<file path="config.mk">
export PLATFORM = sky130hd
export DESIGN_NAME = isr_readout
export DESIGN_NICKNAME = d
export VERILOG_FILES = /design/src/inc/isr_pkg.sv /design/src/core/isr_readout.sv /design/src/core/isr_sync.sv /design/src/core/isr_fifo.sv
export VERILOG_INCLUDE_DIRS = /design/src /design/src/inc
export SDC_FILE = /design/constraint.sdc
export NUM_CORES = 1
export LEC_CHECK = 0
export ABC_AREA = 0
export BUFFER_PORTS_ARGS = -buffer_cell sky130_fd_sc_hd__buf_2
export CORE_MARGIN = 10
export CORE_UTILIZATION = 40
export CTS_CLUSTER_SIZE = 30
export DETAILED_ROUTE_END_ITERATION = 8
export MAX_ROUTING_LAYER = met4
export PLACE_DENSITY = 0.53
export SYNTH_ARGS = -nofsm -noshare
export SYNTH_HDL_FRONTEND = slang
export SYNTH_SLANG_ARGS = --single-unit
</file>
<file path="constraint.sdc">
create_clock -name clock -period 6.4 [get_ports clock]
set_clock_uncertainty 0.2 [all_clocks]
set_input_delay 0.32 -clock clock [delete_from_list [all_inputs] [get_ports clock]]
set_output_delay 0.32 -clock clock [all_outputs]
set_load 0.02 [all_outputs]
</file>
<file path="src/inc/isr_params.svh">
// Constants of the sensor frame readout block.
//
// Function
// RQ1: Scanning starts at twice the loaded start value, so only even starts.
// RQ2: Row and column start values each sit in a 10-bit register.
// RQ3: Column sync loads the column start, row sync loads the row start.
// RQ4: Controller may overlap or serialise integration and readout; integration end starts readout.
// RQ5: Controller sets integration from reset fall to sample rise.
// RQ6: Controller holds memory boost low around both precharge and sample.
// RQ7: Precharge ends after boost falls; pixel reset rises after boost rises.
// RQ8: Sample overlaps precharge with more than 2 us between their edges.
// RQ9: Controller raises memory boost more than 200 ns after sample rises.
// RQ10: Boost low 5 to 8.2 us, precharge 3 to 6, sample 5 to 8.
// RQ11: Integration time above 1 us, about 2 us in practice.
// RQ12: Readout starts after memory boost rises; its low time is frame overhead.
// RQ13: Controller may reset photodiodes once readout of the frame has begun.
// RQ14: Secondary slope reset lasts at least 2 us within integration.
// RQ15: Each row clock rising edge selects the next row; at the last row the code holds the address and raises frame_end.
// RQ16: Row sync dominates and reloads the row address at once, truncating frames.
// RQ17: Row sync lasts over 20 ns and holds a row clock rising edge.
// RQ18: Controller waits row overhead; column pulses over 50 ns, hold pulse 200 ns.
// RQ19: One output gives two pixels per column clock period; two outputs give one each.
// RQ20: Controller bounds window by counters: row clock ends lines, row sync ends frames.
// RQ21: Pixels are driven once column sync is high and a column clock rise occurred.
// RQ22: Controller tunes its converter sampling point for 5 to 15 ns output delay.
// RQ23: All-zero configuration starts at pixel 0,0, forward scan, one output.
`ifndef ISR_PARAMS_SVH
`define ISR_PARAMS_SVH

`define ISR_ADDR_W 11
`define ISR_START_W 10
`define ISR_PIX_W 12
`define ISR_FIFO_W 25
`define ISR_FIFO_DEPTH 8
`define ISR_SYNC_W 4
`define ISR_ADDR_ZERO 11'h000
`define ISR_ADDR_LAST 11'h7ff
`define ISR_START_ZERO 10'h000
`define ISR_STEP_ONE 11'h001
`define ISR_STEP_PAIR 11'h002
`define ISR_PIX_ZERO 12'h000

`endif

</file>
<file path="src/inc/isr_pkg.sv">
// Types of the sensor frame readout block.
package isr_pkg;

    typedef enum logic [1:0] {
        ISR_LINE_IDLE = 2'b00,
        ISR_LINE_RUN = 2'b01
    } isr_line_t;

    typedef struct packed {
        logic [9:0] row_start;
        logic [9:0] col_start;
        logic row_dir;
        logic col_dir;
        logic dual_out;
        logic [10:0] row_addr;
        logic [10:0] col_addr;
        isr_line_t line;
        logic first_pend;
        logic row_clk_d;
        logic col_clk_d;
        logic row_sync_d;
        logic frame_end;
        logic overflow;
    } isr_state_t;

endpackage

</file>
<file path="src/core/isr_readout.sv">
// Row and column selection and pixel streaming of the sensor readout.
`timescale 1ns/100ps
`default_nettype none
`include "isr_params.svh"
module isr_readout
    import isr_pkg::*;
(
    input wire logic clock,
    input wire logic reset,
    input wire logic row_sync,
    input wire logic row_clk,
    input wire logic col_sync,
    input wire logic col_clk,
    input wire logic cfg_load,
    input wire logic [`ISR_START_W-1:0] cfg_row_start,
    input wire logic [`ISR_START_W-1:0] cfg_col_start,
    input wire logic cfg_row_dir,
    input wire logic cfg_col_dir,
    input wire logic cfg_dual_out,
    input wire logic [`ISR_PIX_W-1:0] array_pix_a,
    input wire logic [`ISR_PIX_W-1:0] array_pix_b,
    output logic [`ISR_ADDR_W-1:0] row_sel_addr,
    output logic [`ISR_ADDR_W-1:0] col_sel_addr,
    output logic line_active,
    output logic frame_end,
    output logic overflow,
    output logic link_ready,
    output logic out_valid,
    input wire logic out_ready,
    output logic [`ISR_PIX_W-1:0] out_pix1,
    output logic [`ISR_PIX_W-1:0] out_pix2,
    output logic out_pix2_valid
);
    // ----------------------------------------
    // Functions.
    // ----------------------------------------
    function automatic logic [`ISR_ADDR_W-1:0] start_addr(input logic [`ISR_START_W-1:0] s);
        start_addr = {s, 1'b0};
    endfunction

    function automatic logic [`ISR_ADDR_W-1:0] step_addr(input logic [`ISR_ADDR_W-1:0] a,
                                                      input logic dir,
                                                      input logic [`ISR_ADDR_W-1:0] n);
        step_addr = dir ? a - n : a + n;
    endfunction

    // ----------------------------------------
    // Pin synchronisation and edge detection.
    // ----------------------------------------
    logic [`ISR_SYNC_W-1:0] pins;
    logic s_row_sync;
    logic s_row_clk;
    logic s_col_sync;
    logic s_col_clk;
    logic row_rise;
    logic row_sync_rise;
    logic col_rise;
    logic col_fall;

    isr_sync #(
        .W(`ISR_SYNC_W)
    ) u_sync (
        .clock(clock),
        .reset(reset),
        .pin_in({col_clk, col_sync, row_clk, row_sync}),
        .pin_sync(pins)
    );

    isr_state_t st_reg;
    isr_state_t st_next;

    assign s_row_sync = pins[0];
    assign s_row_clk = pins[1];
    assign s_col_sync = pins[2];
    assign s_col_clk = pins[3];
    assign row_rise = s_row_clk & ~st_reg.row_clk_d;
    assign row_sync_rise = s_row_sync & ~st_reg.row_sync_d;
    assign col_rise = s_col_clk & ~st_reg.col_clk_d;
    assign col_fall = ~s_col_clk & st_reg.col_clk_d;

    // ----------------------------------------
    // Pixel FIFO.
    // ----------------------------------------
    logic push_valid;
    logic push_ready;
    logic push_two;
    logic [`ISR_PIX_W-1:0] push_p1;
    logic [`ISR_PIX_W-1:0] push_p2;
    logic [`ISR_FIFO_W-1:0] pop_data;

    isr_fifo #(
        .W(`ISR_FIFO_W),
        .DEPTH(`ISR_FIFO_DEPTH)
    ) u_fifo (
        .clock(clock),
        .reset(reset),
        .in_valid(push_valid),
        .in_ready(push_ready),
        .in_data({push_two, push_p2, push_p1}),
        .out_valid(out_valid),
        .out_ready(out_ready),
        .out_data(pop_data)
    );

    assign out_pix1 = pop_data[`ISR_PIX_W-1:0];
    assign out_pix2 = pop_data[2*`ISR_PIX_W-1:`ISR_PIX_W];
    assign out_pix2_valid = pop_data[2*`ISR_PIX_W];
    assign link_ready = push_ready;

    // ----------------------------------------
    // Next state.
    // ----------------------------------------
    logic first_edge;

    always_comb begin
        st_next = st_reg;
        push_valid = 1'b0;
        push_two = 1'b0;
        push_p1 = `ISR_PIX_ZERO;
        push_p2 = `ISR_PIX_ZERO;
        first_edge = 1'b0;
        st_next.row_clk_d = s_row_clk;
        st_next.col_clk_d = s_col_clk;
        st_next.row_sync_d = s_row_sync;
        st_next.frame_end = 1'b0;
        st_next.first_pend = 1'b0;

        if (cfg_load) begin
            st_next.row_start = cfg_row_start; // RQ2
            st_next.col_start = cfg_col_start; // RQ2
            st_next.row_dir = cfg_row_dir;
            st_next.col_dir = cfg_col_dir;
            st_next.dual_out = cfg_dual_out;
        end

        if (row_sync_rise || (s_row_sync && row_rise)) begin
            st_next.row_addr = start_addr(st_reg.row_start); // RQ1 RQ3 RQ16
            st_next.line = ISR_LINE_IDLE;
            st_next.overflow = 1'b0;
        end else if (row_rise) begin
            st_next.line = ISR_LINE_IDLE; // RQ20
            if (st_reg.row_addr == (st_reg.row_dir ? `ISR_ADDR_ZERO : `ISR_ADDR_LAST)) begin
                st_next.frame_end = 1'b1;
            end else begin
                st_next.row_addr = step_addr(st_reg.row_addr, st_reg.row_dir, `ISR_STEP_ONE); // RQ15
            end
        end else if (s_col_sync && col_rise) begin
            st_next.col_addr = start_addr(st_reg.col_start); // RQ1 RQ3
            st_next.line = ISR_LINE_RUN; // RQ21
            st_next.first_pend = 1'b1;
        end else if (st_reg.line == ISR_LINE_RUN) begin
            first_edge = st_reg.first_pend | col_rise;
            if (first_edge) begin
                push_valid = 1'b1; // RQ19
                push_p1 = array_pix_a;
                if (st_reg.dual_out) begin
                    push_two = 1'b1;
                    push_p2 = array_pix_b;
                    st_next.col_addr = step_addr(st_reg.col_addr, st_reg.col_dir, `ISR_STEP_PAIR);
                end
            end else if (col_fall && !st_reg.dual_out) begin
                push_valid = 1'b1; // RQ19
                push_p1 = array_pix_b;
                st_next.col_addr = step_addr(st_reg.col_addr, st_reg.col_dir, `ISR_STEP_PAIR);
            end
            if (push_valid && !push_ready) begin
                st_next.overflow = 1'b1;
            end
        end
    end

    // ----------------------------------------
    // State register.
    // ----------------------------------------
    always_ff @(posedge clock) begin
        if (reset) begin
            st_reg <= '{
                row_start: `ISR_START_ZERO, // RQ23
                col_start: `ISR_START_ZERO,
                row_dir: 1'b0,
                col_dir: 1'b0,
                dual_out: 1'b0,
                row_addr: `ISR_ADDR_ZERO,
                col_addr: `ISR_ADDR_ZERO,
                line: ISR_LINE_IDLE,
                first_pend: 1'b0,
                row_clk_d: 1'b0,
                col_clk_d: 1'b0,
                row_sync_d: 1'b0,
                frame_end: 1'b0,
                overflow: 1'b0
            };
        end else begin
            st_reg <= st_next;
        end
    end

    assign row_sel_addr = st_reg.row_addr;
    assign col_sel_addr = st_reg.col_addr;
    assign line_active = (st_reg.line == ISR_LINE_RUN);
    assign frame_end = st_reg.frame_end;
    assign overflow = st_reg.overflow;
endmodule
`default_nettype wire

</file>
<file path="src/core/isr_sync.sv">
// Two-stage synchroniser for the sensor's control pins.
`timescale 1ns/100ps
`default_nettype none
module isr_sync #(
    parameter int W = 4
) (
    input wire logic clock,
    input wire logic reset,
    input wire logic [W-1:0] pin_in,
    output logic [W-1:0] pin_sync
);
    logic [W-1:0] meta_reg;
    logic [W-1:0] sync_reg;

    always_ff @(posedge clock) begin
        if (reset) begin
            meta_reg <= '0;
            sync_reg <= '0;
        end else begin
            meta_reg <= pin_in;
            sync_reg <= meta_reg;
        end
    end

    assign pin_sync = sync_reg;
endmodule
`default_nettype wire

</file>
<file path="src/core/isr_fifo.sv">
// Pixel FIFO with valid and ready on both sides.
`timescale 1ns/100ps
`default_nettype none
module isr_fifo #(
    parameter int W = 25,
    parameter int DEPTH = 8
) (
    input wire logic clock,
    input wire logic reset,
    input wire logic in_valid,
    output logic in_ready,
    input wire logic [W-1:0] in_data,
    output logic out_valid,
    input wire logic out_ready,
    output logic [W-1:0] out_data
);
    localparam int AW = $clog2(DEPTH);
    logic [W-1:0] mem_reg [DEPTH];
    logic [AW-1:0] wr_reg;
    logic [AW-1:0] rd_reg;
    logic [AW:0] cnt_reg;
    logic push;
    logic pop;

    assign in_ready = (cnt_reg != (AW+1)'(DEPTH));
    assign out_valid = (cnt_reg != '0);
    assign push = in_valid & in_ready;
    assign pop = out_valid & out_ready;
    assign out_data = mem_reg[rd_reg];

    always_ff @(posedge clock) begin
        if (push) begin
            mem_reg[wr_reg] <= in_data;
        end
    end

    always_ff @(posedge clock) begin
        if (reset) begin
            wr_reg <= '0;
            rd_reg <= '0;
            cnt_reg <= '0;
        end else begin
            if (push) begin
                wr_reg <= (wr_reg == AW'(DEPTH-1)) ? '0 : wr_reg + AW'(1);
            end
            if (pop) begin
                rd_reg <= (rd_reg == AW'(DEPTH-1)) ? '0 : rd_reg + AW'(1);
            end
            cnt_reg <= cnt_reg + (AW+1)'(push) - (AW+1)'(pop);
        end
    end
endmodule
`default_nettype wire

</file>
==> impl_summary.log <==
INFO  metric port_buffers = 105
INFO  metric setup.reg_to_reg.worst_slack = 3.07 ns
INFO  metric final.setup.tns = 0 ns
INFO  metric place.detailed.hpwl = 16500 um
INFO  metric worstPathCellList = nand2b_1 -> o21a_1 -> nand3_1 -> nor2_1 -> nand2_1 -> clkinv_1 -> nand2_1 -> nor2_4
INFO  metric count_of_flip_flops_with_a_built_in_enable_after_synthesis = 200
INFO  metric power.internal = 3.39 mW
INFO  metric power.switching = 1.14 mW
INFO  metric drive_gt1_share = 28.2%
INFO  metric tightest_slew = 1.04 ns
INFO  metric core_area = 0.0286 mm^2
INFO  metric fmax = 301 MHz
INFO  metric synth.net_count = 860
INFO  metric sw_frac_of_total = 25.2%
INFO  metric routed_wirelength_normalized_by_instance_count = 20.2 um
INFO  metric cts_buffer_depth = 3
INFO  metric num_vias = 6865
INFO  metric period_needed = 3.33 ns
INFO  metric post_synth.cell_area_avg = 15.0 um^2
INFO  metric fillers = 2487
INFO  metric synth_cells = 775
INFO  metric hold_path_startpoint = array_pix_b[4]
INFO  metric first_global_vias = 7246
INFO  metric top_level_ports = 107
INFO  metric finalInstanceArea = 0.0138 mm^2
INFO  metric yosysWarnings = 0
INFO  metric cts.repair_timing.setup_buffer_count = 0
INFO  metric gpl.final_weighted_congestion = 0.783
INFO  metric initial_utilization = 40.5%
INFO  metric post-layout-total-power = 4.53 mW
INFO  metric worst-setup-path-type = reg -> reg
INFO  metric antenna_left = 0
INFO  metric critical-path-top-cell-by-count = sky130_fd_sc_hd__nand2_1
INFO  metric pwr-share-seq = 43.9%
INFO  metric dieHeight = 190 um
INFO  metric num_antenna_cells = 0
INFO  metric clock-sinks = 272
INFO  metric drv_slew = 0
INFO  metric final_min_period_over_clock_period = 52.0%
INFO  metric critical_path.startpoint_type = register
INFO  metric regToRegStartpoint = st_reg[4]$_SDFF_PP0_
INFO  metric vdd_drop_max = 0.194 mV
INFO  metric comb_power_share = 16.1%
INFO  metric cp.arrival = 3.30 ns
INFO  metric max-slew-margin-rel = 30.5%
INFO  metric global_route.overflow_total = 0
INFO  metric yosys_register_bits = 272
INFO  metric worst_path_dominant_cell_family = simple AND/OR/NAND/NOR gates
INFO  metric grt_setup_unrepaired = no
INFO  metric flow.area_growth_from_synthesis = 18.6%
INFO  metric layout_setup_ws = 3.07 ns
INFO  metric drt-vias-per-instance = 5.28
INFO  metric grt_util_all_layers = 14.7%
INFO  metric timing.critical_path.slowest_cell_delay = 0.72 ns
INFO  metric synth.cell_area = 0.0116 mm^2
INFO  metric buffers_plus_inverters_on_the_worst_setup_path = 1
INFO  metric cts-buffers-inserted = 29
INFO  metric drc = 0
INFO  metric wirelength = 26200 um
INFO  metric critical-path-slowest-cell = sky130_fd_sc_hd__nor2_4
INFO  metric firstDrtPassIters = 5
INFO  metric cellLeakagePower = 4.72 nW
INFO  metric die_width = 190 um
INFO  metric grt_pass1_wl = 40800 um
INFO  metric synth_cell_type_count = 59
INFO  metric mostFrequentLayoutCell = sky130_fd_sc_hd__edfxtp_1
INFO  metric floorplan.rows = 62
INFO  metric synth.yosys.seq_area_share = 64.2%
INFO  metric worst_setup_path_startpoint = st_reg[4]$_SDFF_PP0_
INFO  metric number_of_antenna_violations_at_the_first_check_in_global_routing = 0
INFO  metric clk_transition_reported_paths = 0.06 ns
INFO  metric final_net_count = 977
INFO  metric worstSkewPairLatency = 0.55 ns
INFO  metric drt_first_iter_violations = 437
INFO  metric worstPathMaxFanout = 25
INFO  metric cts_tree = built
INFO  metric timing.max_cap.violations = 0
INFO  metric grt_max_degree = 72
INFO  metric setup.worst_path.end_class = register
INFO  metric placed_cell_area = 0.0124 mm^2
INFO  metric share_clk_of_total_power = 39.9%
INFO  metric hold_viol_final = 0
INFO  metric clockRootBuffer = sky130_fd_sc_hd__clkbuf_16
INFO  metric cts_max_level = 1
INFO  metric die_area = 0.0362 mm^2
INFO  metric worstPathRequired = 6.38 ns
INFO  metric ys_dominant_reg_cell = sky130_fd_sc_hd__edfxtp_1
INFO  metric pre_cts_slack = 3.03 ns
INFO  metric largest_register_ffs = 200
INFO  metric power.density = 329 mW/mm^2
INFO  metric async_flop_share = 0%
INFO  metric report.final.setup_viol = 0
INFO  metric hold_path.class = in -> reg
INFO  metric most-common-layout-cells = 200 x sky130_fd_sc_hd__edfxtp_1, 105 x sky130_fd_sc_hd__buf_2, 70 x sky130_fd_sc_hd__nor2_1, 69 x sky130_fd_sc_hd__dfxtp_1, 50 x sky130_fd_sc_hd__mux4_2
INFO  metric status = complete, no violations
==> synth_stat cells, drive strengths merged, types with 11 or more instances <==
master	instances	area, um^2
nand2	29	109
ha	27	338
nand3	14	70.1
dfxtp	72	1440
nor2	71	267
nor3	12	65.1
mux2	25	282
xnor2	11	96.3
mux4	50	1130
a21oi	28	140
a22oi	20	150
o21ai	13	76.3
and2	12	75.1
nor2b	15	93.8
edfxtp	200	6010
mux2i	27	270
inv	21	78.8
buf	35	229
clkbuf	23	86.3
==> per-stage QoR <==
step	cells	util, %	hold WS [ns]
after global routing	1299	48.0	0.0839
final	1299	48.0	0.0848
after detailed placement	1217	43.4	0.222
after CTS	1299	48.0	0.0541
after global placement	1217	43.4	0.233
after floorplan	775	-	0.214
==> cells by family (layout without fill, tap and decap cells) <==
| group | count (synthesis) | after routing | synth area share, % |
|---|---|---|---|
| compound gates | 102 | 102 | 6.16 |
| mux | 102 | 102 | 14.5 |
| fa+ha+maj | 30 | 30 | 3.43 |
| other cells | 1 | 1 | 0.0323 |
| buf+inv | 80 | 220 | 3.43 |
| flops | 272 | 272 | 64.2 |
| xor+xnor | 12 | 12 | 0.907 |
| simple gates | 176 | 176 | 7.32 |
==> final timing paths <==
check / to / depth (start not counted)
max: u_fifo.mem_reg[7][13]$_DFFE_PP_ / 8
min: u_fifo.mem_reg[2][16]$_DFFE_PP_ / 2
max reg2reg: u_fifo.mem_reg[7][13]$_DFFE_PP_ / 8
min reg2reg: u_sync.pin_sync[0]$_SDFF_PP0_ / 1
==> power groups by stage <==
stage | clock (mW) | combinational, mW | sequential [mW]
6_report | 1.81 | 0.732 | 1.99
5_1_grt | 1.92 | 0.798 | 2.01
4_1_cts | 1.86 | 0.750 | 2.00
3_5_place_dp | 0 | 0.733 | 2.03
3_3_place_gp | 0 | 0.722 | 2.03
2_1_floorplan | 0 | 0.594 | 1.96
==> what timing repair did <==
item                                   4_1_cts  5_1_grt
hold buffers                                28        0
gates resized for setup                      0        0
endpoints found under the hold margin       31        0
==> metal layers <==
layer  share of wire (%)  up-vias  GRT usage, %
met5                   0        -             -
met4                 2.2        0          3.66
met3                 5.4       47          3.02
met2                  49      189          23.8
met1                  44     3462          18.4
li1                    -     3167             -
==> area by class of cell <==
class / count / area (um^2) / area share [%]
inverter: 22 / 82.6 / 0.600
clock buffer: 31 / 733 / 5.33
multi-input combinational: 423 / 3800 / 27.6
timing repair buffer: 144 / 888 / 6.46
tap: 384 / 480 / 3.49
clock inverter: 23 / 313 / 2.27
sequential: 272 / 7450 / 54.2
Note: power is estimated with default switching activity, not from simulation.
